==> config.mk <==
export PLATFORM = sky130hd
export DESIGN_NAME = elss_top
export DESIGN_NICKNAME = d
export VERILOG_FILES = /design/src/inc/elss_pkg.sv /design/src/hdl/elss_src_mux.sv /design/src/hdl/elss_sync.sv /design/src/hdl/elss_top.sv
export SDC_FILE = /design/constraint.sdc
export NUM_CORES = 1
export LEC_CHECK = 0
export ABC_AREA = 1
export ABC_CLOCK_PERIOD_IN_PS = 1400
export BUFFER_PORTS_ARGS = -buffer_cell sky130_fd_sc_hd__buf_4
export CORE_UTILIZATION = 51
export CTS_BUF_LIST = sky130_fd_sc_hd__clkbuf_2
export CTS_CLUSTER_SIZE = 14
export DETAILED_ROUTE_END_ITERATION = 10
export PLACE_DENSITY = 0.78
export SLEW_MARGIN = 40
export SYNTH_ARGS = -nofsm -noshare
export SYNTH_HDL_FRONTEND = slang
export SYNTH_HIERARCHICAL = 1
export SYNTH_SLANG_ARGS = --single-unit
==> constraint.sdc <==
create_clock -name clk_in -period 1.4 [get_ports clk_in]
set_input_delay 0.07 -clock clk_in [delete_from_list [all_inputs] [get_ports clk_in]]
set_output_delay 0.07 -clock clk_in [all_outputs]
set_load 0.005 [all_outputs]
==> src/inc/elss_pkg.sv <==
//------------------------------------------------------------
// Contract
// Line 0 field bits 1:0 of low select: 00 port A, 01 port B, 10 port C.
// Line 1 field bits 9:8 of low select: 00 port A, 01 port B, 10 port C.
// Line 2 field bits 17:16 of low select: 00 port A, 01 port B.
// Line 3 field bits 25:24 of low select: 00 port A, 01 port B.
// Line 4 field bits 1:0 of high select: 00 port A, 01 port B.
// Line 5 bit 8 of high select: 0 port A, 1 port B.
// Line 6 field bits 17:16 of high select: 0 port A, 1 port B.
// Line 7 bit 24 of high select: 0 port A, 1 port B.
// Qualifying edge or software trigger sets pending; writing one clears it.
// Each line sees one selected pin; a reserved code routes nothing.
// Reserved select bits ignore writes and read as zero.
//------------------------------------------------------------
package elss_pkg;

  //------------------------------------------------------------
  // Register map
  //------------------------------------------------------------
  localparam logic [11:0] ADDR_TRIG_CFG = 12'h000;
  localparam logic [11:0] ADDR_SW_TRIG  = 12'h010;
  localparam logic [11:0] ADDR_PENDING  = 12'h014;
  localparam logic [11:0] ADDR_SEL_LOW  = 12'h060;
  localparam logic [11:0] ADDR_SEL_HIGH = 12'h064;
  localparam logic [11:0] ADDR_IRQ_MASK = 12'h080;

  // Writable bits; everything else is reserved and reads zero
  localparam logic [31:0] SEL_LOW_WMASK  = 32'h0303_0303;
  localparam logic [31:0] SEL_HIGH_WMASK = 32'h0103_0103;

  // Reset values
  localparam logic [31:0] SEL_RESET     = 32'h0000_0000;
  localparam logic [15:0] TRIG_RESET    = 16'h0000;
  localparam logic [7:0]  MASK_RESET    = 8'h00;
  localparam logic [7:0]  PENDING_RESET = 8'h00;

  // Field positions
  localparam int LINE0_LSB = 0;
  localparam int LINE1_LSB = 8;
  localparam int LINE2_LSB = 16;
  localparam int LINE3_LSB = 24;
  localparam int LINE4_LSB = 0;
  localparam int LINE5_LSB = 8;
  localparam int LINE6_LSB = 16;
  localparam int LINE7_LSB = 24;
  localparam int TRIG_FALL_LSB = 8;

  // Source codes
  localparam logic [1:0] SRC_PORT_A = 2'h0;
  localparam logic [1:0] SRC_PORT_B = 2'h1;
  localparam logic [1:0] SRC_PORT_C = 2'h2;

  //------------------------------------------------------------
  // Bus carriers
  //------------------------------------------------------------
  typedef struct packed {
    logic        psel;
    logic        penable;
    logic        pwrite;
    logic [11:0] paddr;
    logic [31:0] pwdata;
  } elss_apb_req_type;

  typedef struct packed {
    logic        pready;
    logic        pslverr;
    logic [31:0] prdata;
  } elss_apb_rsp_type;

endpackage

==> src/hdl/elss_src_mux.sv <==
`timescale 1ns/10ps
//------------------------------------------------------------
// Per-line source multiplexer
//------------------------------------------------------------
module elss_src_mux (
  // Select registers
  input  wire logic [31:0] sel_low_in,
  input  wire logic [31:0] sel_high_in,
  // Synchronised pins
  input  wire logic [7:0]  port_a_in,
  input  wire logic [7:0]  port_b_in,
  input  wire logic [1:0]  port_c_in,
  // Line levels
  output logic      [7:0]  line_out
);

  // A code without a source gives a quiet low, so no stray edge appears
  function automatic logic pick(input logic [1:0] code, input logic a, input logic b,
                                input logic c_ok, input logic c);
    logic r;
    r = 1'b0;
    if (code == elss_pkg::SRC_PORT_A) begin
      r = a;
    end else if (code == elss_pkg::SRC_PORT_B) begin
      r = b;
    end else if (c_ok && code == elss_pkg::SRC_PORT_C) begin
      r = c;
    end
    return r;
  endfunction

  // One pin per line, reserved codes route nothing
  always_comb begin
    line_out[0] = pick(sel_low_in[elss_pkg::LINE0_LSB +: 2], port_a_in[0], port_b_in[0], 1'b1,
                       port_c_in[0]);
    line_out[1] = pick(sel_low_in[elss_pkg::LINE1_LSB +: 2], port_a_in[1], port_b_in[1], 1'b1,
                       port_c_in[1]);
    line_out[2] = pick(sel_low_in[elss_pkg::LINE2_LSB +: 2], port_a_in[2], port_b_in[2], 1'b0,
                       1'b0);
    line_out[3] = pick(sel_low_in[elss_pkg::LINE3_LSB +: 2], port_a_in[3], port_b_in[3], 1'b0,
                       1'b0);
    line_out[4] = pick(sel_high_in[elss_pkg::LINE4_LSB +: 2], port_a_in[4], port_b_in[4], 1'b0,
                       1'b0);
    line_out[5] = pick({1'b0, sel_high_in[elss_pkg::LINE5_LSB]}, port_a_in[5], port_b_in[5], 1'b0,
                       1'b0);
    line_out[6] = pick(sel_high_in[elss_pkg::LINE6_LSB +: 2], port_a_in[6], port_b_in[6], 1'b0,
                       1'b0);
    line_out[7] = pick({1'b0, sel_high_in[elss_pkg::LINE7_LSB]}, port_a_in[7], port_b_in[7], 1'b0,
                       1'b0);
  end

endmodule

==> src/hdl/elss_sync.sv <==
`timescale 1ns/10ps
//------------------------------------------------------------
// Two-stage synchroniser for asynchronous pin levels
//------------------------------------------------------------
module elss_sync #(
  parameter int WIDTH = 18
) (
  // Clock and reset
  input  wire logic             clk_in,
  input  wire logic             rst_in,
  // Pin levels
  input  wire logic [WIDTH-1:0] async_in,
  output logic      [WIDTH-1:0] sync_out
);

  typedef struct packed {
    logic [WIDTH-1:0] meta;
    logic [WIDTH-1:0] sync;
  } elss_sync_state_type;

  elss_sync_state_type st_q;
  elss_sync_state_type st_d;

  // First stage feeds only the second stage
  always_comb begin
    st_d.meta = async_in;
    st_d.sync = st_q.meta;
  end

  always_ff @(posedge clk_in) begin
    if (rst_in) begin
      st_q <= '0;
    end else begin
      st_q <= st_d;
    end
  end

  assign sync_out = st_q.sync;

endmodule

==> src/hdl/elss_top.sv <==
// The implementer's own choice: the APB interface to the registers.
`timescale 1ns/10ps
//------------------------------------------------------------
// External line source select with edge detect and pending flags
//------------------------------------------------------------
module elss_top (
  // Clock and reset
  input  wire logic                       clk_in,
  input  wire logic                       rst_in,
  // APB slave
  input  wire elss_pkg::elss_apb_req_type apb_in,
  output elss_pkg::elss_apb_rsp_type      apb_out,
  // GPIO pins, asynchronous
  input  wire logic [7:0]                 gpio_port_a_in,
  input  wire logic [7:0]                 gpio_port_b_in,
  input  wire logic [1:0]                 gpio_port_c_in,
  // Line status
  output logic      [7:0]                 line_pending_flag_out,
  output logic                            irq_out
);

  //------------------------------------------------------------
  // State
  //------------------------------------------------------------
  typedef struct packed {
    logic [31:0] sel_low;
    logic [31:0] sel_high;
    logic [15:0] trig;
    logic [7:0]  mask;
    logic [7:0]  pending;
    logic [7:0]  line_prev;
    logic [31:0] prdata;
  } elss_state_type;

  elss_state_type st_q;
  elss_state_type st_d;

  logic [17:0] pins_sync;
  logic [7:0]  port_a_s;
  logic [7:0]  port_b_s;
  logic [1:0]  port_c_s;
  logic [7:0]  line_lvl;
  logic [7:0]  evt;
  logic [7:0]  sw_evt;
  logic [7:0]  clr;
  logic        setup;
  logic        access;
  logic        wr;

  //------------------------------------------------------------
  // Pin synchronisers and source selection
  //------------------------------------------------------------
  elss_sync #(
    .WIDTH (18)
  ) u_sync (
    .clk_in   (clk_in),
    .rst_in   (rst_in),
    .async_in ({gpio_port_c_in, gpio_port_b_in, gpio_port_a_in}),
    .sync_out (pins_sync)
  );

  assign port_a_s = pins_sync[7:0];
  assign port_b_s = pins_sync[15:8];
  assign port_c_s = pins_sync[17:16];

  elss_src_mux u_mux (
    .sel_low_in  (st_q.sel_low),
    .sel_high_in (st_q.sel_high),
    .port_a_in   (port_a_s),
    .port_b_in   (port_b_s),
    .port_c_in   (port_c_s),
    .line_out    (line_lvl)
  );

  //------------------------------------------------------------
  // Bus decode
  //------------------------------------------------------------
  function automatic logic addr_known(input logic [11:0] a);
    return (a == elss_pkg::ADDR_TRIG_CFG) || (a == elss_pkg::ADDR_SW_TRIG) ||
           (a == elss_pkg::ADDR_PENDING) || (a == elss_pkg::ADDR_SEL_LOW) ||
           (a == elss_pkg::ADDR_SEL_HIGH) || (a == elss_pkg::ADDR_IRQ_MASK);
  endfunction

  // Zero wait states: read data is captured in the setup cycle so it comes from a flop
  assign setup  = apb_in.psel && !apb_in.penable;
  assign access = apb_in.psel && apb_in.penable;
  assign wr     = access && apb_in.pwrite && addr_known(apb_in.paddr);

  always_comb begin
    apb_out.pready  = 1'b1;
    apb_out.pslverr = access && !addr_known(apb_in.paddr);
    apb_out.prdata  = st_q.prdata;
  end

  // Write-one strobes for software trigger and pending clear
  assign sw_evt = (wr && apb_in.paddr == elss_pkg::ADDR_SW_TRIG) ? apb_in.pwdata[7:0] : 8'h00;
  assign clr    = (wr && apb_in.paddr == elss_pkg::ADDR_PENDING) ? apb_in.pwdata[7:0] : 8'h00;

  // Selected edges plus software requests
  assign evt = (line_lvl & ~st_q.line_prev & st_q.trig[7:0]) |
               (~line_lvl & st_q.line_prev & st_q.trig[elss_pkg::TRIG_FALL_LSB +: 8]) |
               sw_evt;

  //------------------------------------------------------------
  // Next state
  //------------------------------------------------------------
  always_comb begin
    st_d           = st_q;
    st_d.line_prev = line_lvl;
    // A new event beats a clear in the same cycle
    st_d.pending   = (st_q.pending & ~clr) | evt;
    if (setup) begin
      unique case (apb_in.paddr)
        elss_pkg::ADDR_TRIG_CFG: st_d.prdata = {16'h0000, st_q.trig};
        elss_pkg::ADDR_PENDING:  st_d.prdata = {24'h000000, st_q.pending};
        elss_pkg::ADDR_SEL_LOW:  st_d.prdata = st_q.sel_low;
        elss_pkg::ADDR_SEL_HIGH: st_d.prdata = st_q.sel_high;
        elss_pkg::ADDR_IRQ_MASK: st_d.prdata = {24'h000000, st_q.mask};
        default:                 st_d.prdata = 32'h0000_0000;
      endcase
    end
    if (wr) begin
      unique case (apb_in.paddr)
        elss_pkg::ADDR_TRIG_CFG: st_d.trig     = apb_in.pwdata[15:0];
        elss_pkg::ADDR_SEL_LOW:  st_d.sel_low  = apb_in.pwdata & elss_pkg::SEL_LOW_WMASK;
        elss_pkg::ADDR_SEL_HIGH: st_d.sel_high = apb_in.pwdata & elss_pkg::SEL_HIGH_WMASK;
        elss_pkg::ADDR_IRQ_MASK: st_d.mask     = apb_in.pwdata[7:0];
        default:                 st_d.mask     = st_q.mask;
      endcase
    end
  end

  // Select fields reset to port A
  always_ff @(posedge clk_in) begin
    if (rst_in) begin
      st_q.sel_low   <= elss_pkg::SEL_RESET;
      st_q.sel_high  <= elss_pkg::SEL_RESET;
      st_q.trig      <= elss_pkg::TRIG_RESET;
      st_q.mask      <= elss_pkg::MASK_RESET;
      st_q.pending   <= elss_pkg::PENDING_RESET;
      st_q.line_prev <= 8'h00;
      st_q.prdata    <= 32'h0000_0000;
    end else begin
      st_q <= st_d;
    end
  end

  // Level interrupt, high while an unmasked pending bit stands
  assign line_pending_flag_out = st_q.pending;
  assign irq_out               = |(st_q.pending & st_q.mask);

  //------------------------------------------------------------
  // Checks
  //------------------------------------------------------------
  a_line0_port_c: assert property (@(posedge clk_in) disable iff (rst_in)
    st_q.sel_low[1:0] == 2'h2 |-> line_lvl[0] == port_c_s[0])
    else $error("line 0 not routed from port C");

  a_line1_reserved: assert property (@(posedge clk_in) disable iff (rst_in)
    st_q.sel_low[9:8] == 2'h3 |-> !line_lvl[1])
    else $error("reserved code routed a pin to line 1");

  a_line2_port_b: assert property (@(posedge clk_in) disable iff (rst_in)
    st_q.sel_low[17:16] == 2'h1 |-> line_lvl[2] == port_b_s[2])
    else $error("line 2 not routed from port B");

  a_line3_port_a: assert property (@(posedge clk_in) disable iff (rst_in)
    st_q.sel_low[25:24] == 2'h0 |-> line_lvl[3] == port_a_s[3])
    else $error("line 3 not routed from port A");

  a_line4_no_route: assert property (@(posedge clk_in) disable iff (rst_in)
    st_q.sel_high[1:0] inside {2'h2, 2'h3} |-> !line_lvl[4])
    else $error("line 4 active under unrouted code");

  a_line5_port_b: assert property (@(posedge clk_in) disable iff (rst_in)
    st_q.sel_high[8] |-> line_lvl[5] == port_b_s[5])
    else $error("line 5 not routed from port B");

  a_line6_port_b: assert property (@(posedge clk_in) disable iff (rst_in)
    st_q.sel_high[17:16] == 2'h1 |-> line_lvl[6] == port_b_s[6])
    else $error("line 6 not routed from port B");

  a_line7_port_a: assert property (@(posedge clk_in) disable iff (rst_in)
    !st_q.sel_high[24] |-> line_lvl[7] == port_a_s[7])
    else $error("line 7 not routed from port A");

  a_line4_port_b: assert property (@(posedge clk_in) disable iff (rst_in)
    st_q.sel_high[1:0] == 2'h1 |-> line_lvl[4] == port_b_s[4])
    else $error("line 4 not routed from port B");

  a_pend_rise_set: assert property (@(posedge clk_in) disable iff (rst_in)
    line_lvl[0] && !st_q.line_prev[0] && st_q.trig[0] |=> line_pending_flag_out[0])
    else $error("rising edge on line 0 did not set pending");

  a_pend_holds: assert property (@(posedge clk_in) disable iff (rst_in)
    st_q.pending[3] && !clr[3] |=> st_q.pending[3])
    else $error("pending flag dropped without a clear");

  a_reserved_zero: assert property (@(posedge clk_in) disable iff (rst_in)
    wr && apb_in.paddr == elss_pkg::ADDR_SEL_HIGH |=>
      (st_q.sel_high & ~elss_pkg::SEL_HIGH_WMASK) == 32'h0000_0000 &&
      st_q.sel_high == ($past(apb_in.pwdata) & elss_pkg::SEL_HIGH_WMASK))
    else $error("reserved select bits stored");

  //------------------------------------------------------------
  // Further routing and select register checks
  //------------------------------------------------------------
  a_line0_port_a: assert property (@(posedge clk_in) disable iff (rst_in)
    st_q.sel_low[1:0] == 2'h0 |-> line_lvl[0] == port_a_s[0])
    else $error("line 0 not routed from port A");

  a_line0_port_b: assert property (@(posedge clk_in) disable iff (rst_in)
    st_q.sel_low[1:0] == 2'h1 |-> line_lvl[0] == port_b_s[0])
    else $error("line 0 not routed from port B");

  a_line0_reserved: assert property (@(posedge clk_in) disable iff (rst_in)
    st_q.sel_low[1:0] == 2'h3 |-> !line_lvl[0])
    else $error("reserved code routed a pin to line 0");

  a_line1_port_a: assert property (@(posedge clk_in) disable iff (rst_in)
    st_q.sel_low[9:8] == 2'h0 |-> line_lvl[1] == port_a_s[1])
    else $error("line 1 not routed from port A");

  a_line1_port_b: assert property (@(posedge clk_in) disable iff (rst_in)
    st_q.sel_low[9:8] == 2'h1 |-> line_lvl[1] == port_b_s[1])
    else $error("line 1 not routed from port B");

  a_line1_port_c: assert property (@(posedge clk_in) disable iff (rst_in)
    st_q.sel_low[9:8] == 2'h2 |-> line_lvl[1] == port_c_s[1])
    else $error("line 1 not routed from port C");

  a_line2_port_a: assert property (@(posedge clk_in) disable iff (rst_in)
    st_q.sel_low[17:16] == 2'h0 |-> line_lvl[2] == port_a_s[2])
    else $error("line 2 not routed from port A");

  a_line2_no_route: assert property (@(posedge clk_in) disable iff (rst_in)
    st_q.sel_low[17:16] inside {2'h2, 2'h3} |-> !line_lvl[2])
    else $error("line 2 active under unrouted code");

  a_line3_port_b: assert property (@(posedge clk_in) disable iff (rst_in)
    st_q.sel_low[25:24] == 2'h1 |-> line_lvl[3] == port_b_s[3])
    else $error("line 3 not routed from port B");

  a_line3_no_route: assert property (@(posedge clk_in) disable iff (rst_in)
    st_q.sel_low[25:24] inside {2'h2, 2'h3} |-> !line_lvl[3])
    else $error("line 3 active under unrouted code");

  a_line4_port_a: assert property (@(posedge clk_in) disable iff (rst_in)
    st_q.sel_high[1:0] == 2'h0 |-> line_lvl[4] == port_a_s[4])
    else $error("line 4 not routed from port A");

  a_line5_port_a: assert property (@(posedge clk_in) disable iff (rst_in)
    !st_q.sel_high[8] |-> line_lvl[5] == port_a_s[5])
    else $error("line 5 not routed from port A");

  a_line6_port_a: assert property (@(posedge clk_in) disable iff (rst_in)
    st_q.sel_high[17:16] == 2'h0 |-> line_lvl[6] == port_a_s[6])
    else $error("line 6 not routed from port A");

  a_line6_no_route: assert property (@(posedge clk_in) disable iff (rst_in)
    st_q.sel_high[17:16] inside {2'h2, 2'h3} |-> !line_lvl[6])
    else $error("line 6 active under unrouted code");

  a_line7_port_b: assert property (@(posedge clk_in) disable iff (rst_in)
    st_q.sel_high[24] |-> line_lvl[7] == port_b_s[7])
    else $error("line 7 not routed from port B");

  a_sel_low_held: assert property (@(posedge clk_in) disable iff (rst_in)
    !(wr && apb_in.paddr == elss_pkg::ADDR_SEL_LOW) |=> $stable(st_q.sel_low))
    else $error("low select changed without a write");

  a_sel_high_held: assert property (@(posedge clk_in) disable iff (rst_in)
    !(wr && apb_in.paddr == elss_pkg::ADDR_SEL_HIGH) |=> $stable(st_q.sel_high))
    else $error("high select changed without a write");

  a_sel_low_masked: assert property (@(posedge clk_in) disable iff (rst_in)
    wr && apb_in.paddr == elss_pkg::ADDR_SEL_LOW |=>
      st_q.sel_low == ($past(apb_in.pwdata) & elss_pkg::SEL_LOW_WMASK))
    else $error("low select write not masked");

  //------------------------------------------------------------
  // Pending flag checks
  //------------------------------------------------------------
  // The previous level must follow the line, or edges would be missed or doubled
  a_edge_tracked: assert property (@(posedge clk_in) disable iff (rst_in)
    1'b1 |=> st_q.line_prev == $past(line_lvl))
    else $error("edge detector lost the line level");

  a_pend_fall_set: assert property (@(posedge clk_in) disable iff (rst_in)
    !line_lvl[0] && st_q.line_prev[0] && st_q.trig[8] |=> line_pending_flag_out[0])
    else $error("falling edge on line 0 did not set pending");

  a_pend_sw_set: assert property (@(posedge clk_in) disable iff (rst_in)
    sw_evt != 8'h00 |=> (st_q.pending & $past(sw_evt)) == $past(sw_evt))
    else $error("software request did not set pending");

  a_pend_clear: assert property (@(posedge clk_in) disable iff (rst_in)
    (clr & ~evt) != 8'h00 |=> (st_q.pending & $past(clr & ~evt)) == 8'h00)
    else $error("write of one did not clear pending");

  a_pend_no_spurious: assert property (@(posedge clk_in) disable iff (rst_in)
    !st_q.pending[3] && !evt[3] |=> !st_q.pending[3])
    else $error("pending flag set without an event");

endmodule

-- Word-level counts from Yosys, hierarchy flattened
Index checks and enable logic that the tools add are counted.
- memory bits (writable): 0
- word-level logic and storage cells: 79
- memories kept: 0
- bits in latches: 0
- bits in registers: 122
- input bits: 67
- ROM bits: 0
- output and inout bits: 43
- div/mod/pow operators: 0
- $mul: 0
- shifts and indexed selects: 0
- reduce and logical (&&, ||, !) cells: 26
- magnitude comparators: 0
- add/sub/neg operators: 0
- multiplexer cells: 19
- bitwise gates (word level): 12
- equality and inequality tests: 13
- operator list (operator ; count):
    26-bit case mux with 5 select lines ; 1
    8-bit AND ; 6
    12-bit by 5-bit == test with 1-bit output (second input constant) ; 2
    12-bit by 7-bit == test with 1-bit output (second input constant) ; 2
    8-bit NOT ; 3
    8-bit OR ; 3
    1-bit 2-to-1 mux ; 16
    8-bit 2-to-1 mux ; 2
    12-bit by 8-bit == test with 1-bit output (second input constant) ; 1
    2-bit by 1-bit == test with 1-bit output (second input constant) ; 6
    12-bit zero test ; 1
    2-bit zero test ; 6
    2-bit AND reduction ; 4
    8-bit OR reduction ; 1
    1-bit logical AND ; 7
    1-bit logical OR ; 5
    2-bit == test (second input constant) ; 2
    1-bit zero test ; 2

-- Depth between registers and ports, before layout
Gate-level depths: netlist (run 1).
- word-level depth: 12
- gate-level depth with buffers: 14
- depth with buffers taken out: 13

-- Hierarchy
Netlist (run 1), hierarchy kept.
- by module, submodules not included (module ; cells each ; instances ; area an instance (µm²) ; sequential area each (µm²)):
    elss_top ; 523 ; 1 ; 3718.6 ; 1481.4
    elss_sync ; 112 ; 1 ; 1041.0 ; 720.7
    elss_src_mux ; 34 ; 1 ; 155.1 ; 0.0

-- Worst setup path after synthesis (run 1)
Ideal clock, no wire load.
- kind: input to register
- start point: input port apb_in[43] in the netlist's numbering
- end point: register st_q[64] in the netlist's numbering
- buffers on the path: 1
- data required time: 1287 ps
- library setup time: 113 ps
- path slack: -66 ps
- data arrival time: 1353 ps
- stages on the path: 13
- cell sequence: nor2_1 > nand2_2 > inv_2 > nand2_2 > nor2_4 > nor2_2 > nand2_4 > nand2_4 > nor2_4 > inv_2 > buf_6 > nor2_1 > nor2_1
- cells in the longest elaborated chain, start to end: 8
- elaborated cells between the ends (all ways): 13
- classes of those cells: eq/ne: 5; reduce/logical: 8
- ends and longest elaborated chain (element ; line ; source):
    start, declared ; elss_top.sv:11 ; input wire elss_pkg::elss_apb_req_type apb_in,
    12-bit by 5-bit == test with 1-bit output or 12-bit zero test (tied branches) ; elss_top.sv:79, elss_top.sv:123 ;
    1-bit logical OR (2 in series) ; elss_top.sv:79 ; return (a == elss_pkg::ADDR_TRIG_CFG) || (a == elss_pkg::ADDR_SW_TRIG) ||
    1-bit logical OR (2 in series) ; elss_top.sv:80 ; (a == elss_pkg::ADDR_PENDING) || (a == elss_pkg::ADDR_SEL_LOW) ||
    1-bit logical OR ; elss_top.sv:81 ; (a == elss_pkg::ADDR_SEL_HIGH) || (a == elss_pkg::ADDR_IRQ_MASK);
    1-bit logical AND ; elss_top.sv:87 ; assign wr = access && apb_in.pwrite && addr_known(apb_in.paddr);
    2-bit AND reduction (no line) * ; -- ;
    end signal, assigned ; elss_top.sv:144 ; st_q <= st_d;
    end, declared ; elss_top.sv:35 ; elss_state_type st_q;
Every way passes the cells marked *; elsewhere a longest branch is shown, timed or not.
A chain may end at the register's enable or synchronous reset.

-- Final worst setup path (run 1)
- start point: register st_q, in the netlist line_pending_flag_out[7]
- end point: output port irq_out
- cells in the longest elaborated chain, start to end: 2
- ends and longest elaborated chain (element ; line ; source):
    8-bit AND ; elss_top.sv:150 ; assign irq_out = |(st_q.pending & st_q.mask);
    8-bit OR reduction ; elss_top.sv:150 ;
    end, declared ; elss_top.sv:19 ; output logic irq_out
Every way passes these cells.

==> results of run 1 <==
[cell usage in the layout, fill, tap and decap left out, types with 3 or more instances in the layout]
cell	n
clkbuf_2	9
o22ai_1	10
nand2_2	3
conb_1	13
a21oi_2	3
inv_2	11
nor2_1	102
nor2_4	11
nand2_4	6
inv_4	3
nand3_1	15
nor2_2	8
buf_4	115
nor3_1	4
o21ai_1	14
a21oi_1	45
o21bai_1	4
a31oi_1	7
dlygate4sd3_1	58
clkinv_8	3
dfxtp_2	15
dfxtp_1	95
inv_1	95
nand2_1	82
o21ai_0	37
nand4_1	18
inv_6	3
[worst paths after layout]
path                             from                        to  slack, ps  cells past startpoint
min reg2reg            u_sync/st_d[6]        u_sync/sync_out[6]        400                      2
min                        apb_in[34]               apb_out[13]        110                      9
max reg2reg                  st_q[80]  line_pending_flag_out[5]         80                      6
max          line_pending_flag_out[7]                   irq_out       -210                      5
[cell families (layout without fill, tap and decap cells)]
logic type      count (synthesis)  in the layout  share of synthesized area [%]
buf+inv                       175            304                           17.7
flops                         110            110                           44.8
compound gates                127            127                           14.0
other cells                     2             13                          0.153
simple gates                  255            255                           23.4
[registers in the layout, indices dropped and copies added (netlist names)]
name and count:
line_pending_flag_out 8, u_sync/st_d 18, st_q 46, apb_out 20
u_sync/sync_out 18
[per-stage QoR]
step                setup slack [ps]  setup TNS, ps
floorplan                      -19.6          -78.5
global placement                -123          -3020
detailed placement              -225          -7110
CTS                             -245           -245
global route                    -286           -317
finish                          -208           -208
[worst max-delay path, delay by kind of cell, from the launching register on]
| kind | cells | cell delay, ps |
|---|---|---|
| compound gates | 3 | 360 |
| buf+inv | 2 | 220 |
| flops | 1 | 400 |
[what timing repair did]
item | 4_1_cts | 5_1_grt
resized for setup | 13 | 36
pin swaps | 2 | 5
endpoints found under the setup margin | 1 | 9
endpoints found under the hold margin | 107 | 0
hold buffers | 58 | 0
setup buffers | 4 | 4
[area by class of cell]
cell class	count	area, um2
Multi-Input combinational cell	395	2020
Sequential cell	110	2220
Timing Repair Buffer	177	1510
Tap cell	129	161
Fill cell	758	2800
Clock buffer	9	45.0
Clock inverter	7	97.6
Inverter	111	437
[routing by layer]
metal  track usage, %  part of all wire [%]  vias to the layer above
li1                 -                     -                     2321
met1             30.8                    41                     2107
met2             43.8                    51                      171
met3             3.55                   6.1                       30
met4             11.4                   2.5                        0
met5                0                     0                        -
[power breakdown]
part,leakage [nW],internal [W],switching (W)
logic,1.94,0.000288,0.000255
registers,0.903,0.00321,0.0000235
clock network,0.0830,0.000471,0.00112
==> flow_summary.ini, run 1 <==
[synthesis]
synth_cells = 669
ys_warn_count = 6
yosys.area.top_type_share_pct = 44.8
yosysTopAreaCell = dfxtp_1
ys_ff_latch = 110
seq_area_frac_synth_pct = 44.8
syn_area_per_cell_um2 = 7.35
synth-edff-count = 0
ys_async_sr_fraction_pct = 0
synth.distinct_cells = 32
synthTopCellsByArea = dfxtp_1, nor2_1, inv_1
synthFlopType = dfxtp_1
syn_area_um2 = 4910
synth_commonest_cells = dfxtp_1, nor2_1, inv_1, nand2_1, a21oi_1

[global_routing]
track_usage_pct = 25.1
grt_pass1_vias = 4329
antenna_found_initial = 0
gr-total-overflow = 0
grt_max_degree = 82
grt_first_pass_wirelength_mm = 19.8

[clock_tree]
clock-sinks = 110
path_clk_slew_ps = 330
htree_levels = 3
clockBufferDepth = 2
numCtsBuffers = 9
clk_latency_ps = 570
clockRootBuffer = clkbuf_2
cts_tree = done

[worst_setup_path]
crit_path_start_kind = register
required_ps = 1330
crit_chain = inv_2 > o22ai_2 > a21oi_2 > o2111ai_2 > buf_4
crit_type = register to primary output
cp_slowest_cell = dfxtp_2
slowest_delay_ps = 400
critPathMaxFanout = 2
worst-endpoint-arrival_ps = 1540
worst_setup_path_end_kind = primary output

[pwr]
p_per_area_nw_per_um2 = 828
peakVddDrop_mv = 0.546
p_total_w = 0.00537
power.leakage_nw = 2.92

[detailed_routing]
dr.pass1.iters = 6
avgViaCountPerCell = 4.93
drtIter0Drc = 243
wl_per_cell_um = 13.2
drc = 0
wirelength_mm = 12.4
dr_total_vias = 4629
final_antenna_net_count = 0

[timing]
fmax_mhz = 622
finalHoldViolCount = 0
finalCriticalPeriod_ps = 1610
rsz0062_at_grt = true
period_share_pct = 115
fin_hold_ws_ps = 110
setup_ws_ps = -208
slew_viol_final = 0
finalSetupViolCount = 1
skew_ps = 35.3

[final_layout]
nNetsFinal = 871
insertedDiodeCount = 0
post-route-util_pct = 69.9
instances_no_fill = 938
area.growth.synth_to_final_pct = 32.0
design_area_um2 = 6490
drive_above_1_share_pct = 25.5

[floorplan]
core_um2 = 9280
start_util_pct = 52.9
die_x_um = 100
fp.dieH_um = 100
placementRows = 35
dieArea_um2 = 10000
pin_count = 110

[place]
port_buffers = 84
place_hpwl_mm = 8.26
placed_cell_area_um2 = 5600
place_congestion = 0.854
place_inst = 856

[hold_path]
min_path_type = input pin to register

[run_status]
violations = negative setup slack
status = finished with violations

[job]
drv_cap = 0
Power figures use the tool's default switching activity.
==> inputs of run 2 (changes only) <==
--- a/config.mk
+++ b/config.mk
@@ -7,11 +7,11 @@
 export LEC_CHECK = 0
 export ABC_AREA = 1
-export ABC_CLOCK_PERIOD_IN_PS = 1400
+export ABC_CLOCK_PERIOD_IN_PS = 1800
 export BUFFER_PORTS_ARGS = -buffer_cell sky130_fd_sc_hd__buf_4
-export CORE_UTILIZATION = 51
+export CORE_UTILIZATION = 56
 export CTS_BUF_LIST = sky130_fd_sc_hd__clkbuf_2
 export CTS_CLUSTER_SIZE = 14
 export DETAILED_ROUTE_END_ITERATION = 10
-export PLACE_DENSITY = 0.78
+export PLACE_DENSITY = 0.81
 export SLEW_MARGIN = 40
 export SYNTH_ARGS = -nofsm -noshare
==> constraint.sdc (replaced) <==
create_clock -name clk_in -period 1.8 [get_ports clk_in]
set_input_delay 0.09 -clock clk_in [delete_from_list [all_inputs] [get_ports clk_in]]
set_output_delay 0.09 -clock clk_in [all_outputs]
set_load 0.1 [all_outputs]
==> run 2 against run 1 <==
The flow now finishes without violations. Final area is 9.4% lower. Register-to-register slack better by 380 ps. First-iteration DRC count is 13% higher. Largest cell class unchanged.
==> flow_summary.ini, run 2 (synthesis gave the netlist of run 1 again) <==
[global_routing]
gr-total-overflow = 0
track_usage_pct = 26.7
grt_pass1_vias = 4161
antenna_found_initial = 0
grt.busiest_layer = met2
grt_max_degree = 82
grt_util_met2_pct = 45.5
grt_first_pass_wirelength_mm = 18.7
grt_use_met3_pct = 4.55
grt_use_met1_pct = 32.9

[place]
placed_cell_area_um2 = 5380
place_hpwl_mm = 7.89
place_congestion = 0.856
port_buffers = 84

[floorplan]
core_um2 = 8340
start_util_pct = 58.9
pin_count = 110
die_x_um = 95.7
placementRows = 33
dieArea_um2 = 9150
fp.dieH_um = 95.7

[clock_tree]
cts_tree = done
htree_levels = 3
numCtsBuffers = 9
clk_latency_ps = 570
cts_setup_buffers = 0
clockRootBuffer = clkbuf_2
clockBufferDepth = 2
clock-sinks = 110
path_clk_slew_ps = 300

[worst_setup_path]
critPathMaxFanout = 3
required_ps = 1710
worst-endpoint-arrival_ps = 1630
worst_setup_path_end_kind = primary output
crit_path_start_kind = register
crit_type = register to primary output
rr_worst_depth = 7

[timing]
slew_viol_final = 0
skew_ps = 31.9
period_share_pct = 95.4
finalSetupViolCount = 0
fmax_mhz = 582
max_slew_margin_pct = 46.2
rsz0062_at_grt = false
finalHoldViolCount = 0
finalCriticalPeriod_ps = 1720
tightest_slew_ps = 807
setup_tns_ps = 0

[detailed_routing]
dr.pass1.iters = 5
drc = 0
wl_per_cell_um = 13.1
avgViaCountPerCell = 5.08
dr_total_vias = 4434
final_antenna_net_count = 0
wirelength_mm = 11.4
drtIter0Drc = 275

[final_layout]
largest_reg_flops = 46
drive_above_1_share_pct = 18.5
fill_cells = 684
area.growth.synth_to_final_pct = 19.6
nNetsFinal = 830
final_common_cell = nor2_1
layout_common_cells = nor2_1, dfxtp_1, inv_1, buf_4, nand2_1
insertedDiodeCount = 0
design_area_um2 = 5880
largest-register = st_q

[run_status]
status = complete, no violations

[pwr]
peakVddDrop_mv = 0.483
power.leakage_nw = 2.63
p_per_area_nw_per_um2 = 690

[job]
drv_cap = 0

[hold_path]
min_path_cells = 5
min_path_type = input pin to register
run 2: changes by cell type in the layout (fill, tap and decap cells not counted), sizes merged:
cell | before | now
buf | 119 | 97
bufinv | 1 | 0
dlygate4sd3 | 58 | 39
inv | 112 | 110
clkinv | 5 | 7
run 2: timing repair:
item	in CTS	in global routing
endpoints found under the hold margin	65	0
resized for setup	0	5
endpoints found under the setup margin	0	1
hold buffers	39	0
run 2: routing by layer:
layer | routed length, um | vias to the layer above
met5 | 0 | -
met4 | 321 | 0
met3 | 808 | 33
met2 | 5460 | 189
met1 | 4810 | 1981
li1 | - | 2231
run 2: layout make-up:
cell class	instances	area [um2]	area share (%)
flip-flops and latches	110	2200	37.5
multi-input cells	395	1900	32.3
clock buffers	9	45.0	0.766
inverters	111	424	7.22
clock inverters	6	48.8	0.830
repair buffers	136	1130	19.2
well taps	105	131	2.23
run 2: worst max-delay path, cell delays in order (launching register included):
cell	delay [ps]
dfxtp_1	390
inv_1	80
o22ai_1	70
a21oi_2	150
o2111ai_2	160
buf_8	210
run 2: where the power goes:
part	internal, W	switching, W	total, W
Sequential	0.00250	0.0000172	0.00251
Combinational	0.000184	0.000365	0.000549
Clock	0.000191	0.000802	0.000993
run 2: worst paths after layout:
path | from | endpoint | slack, ps
worst min-delay path | apb_in[45] | apb_out[9] | 20
worst min register to register | u_sync/st_d[7] | u_sync/sync_out[7] | 420
worst max register to register | st_q[121] | line_pending_flag_out[2] | 460
worst max-delay path | line_pending_flag_out[6] | irq_out | 80
run 2: stage by stage:
stage | hold slack [ps] | setup WS, ps | util (%) | total power, W | cells
final | 19.6 | 82.9 | 70.5 | 0.00406 | 872
after detailed placement | 296 | 60.4 | 64.5 | 0.00303 | 818
after CTS | 3.20 | 15.8 | 70.3 | 0.00406 | 872
after global placement | 288 | 132 | 64.5 | 0.00302 | 818
after floorplan | 197 | 2.08 | - | 0.00292 | 680
after global routing | 7.43 | 7.00 | 70.5 | 0.00421 | 872
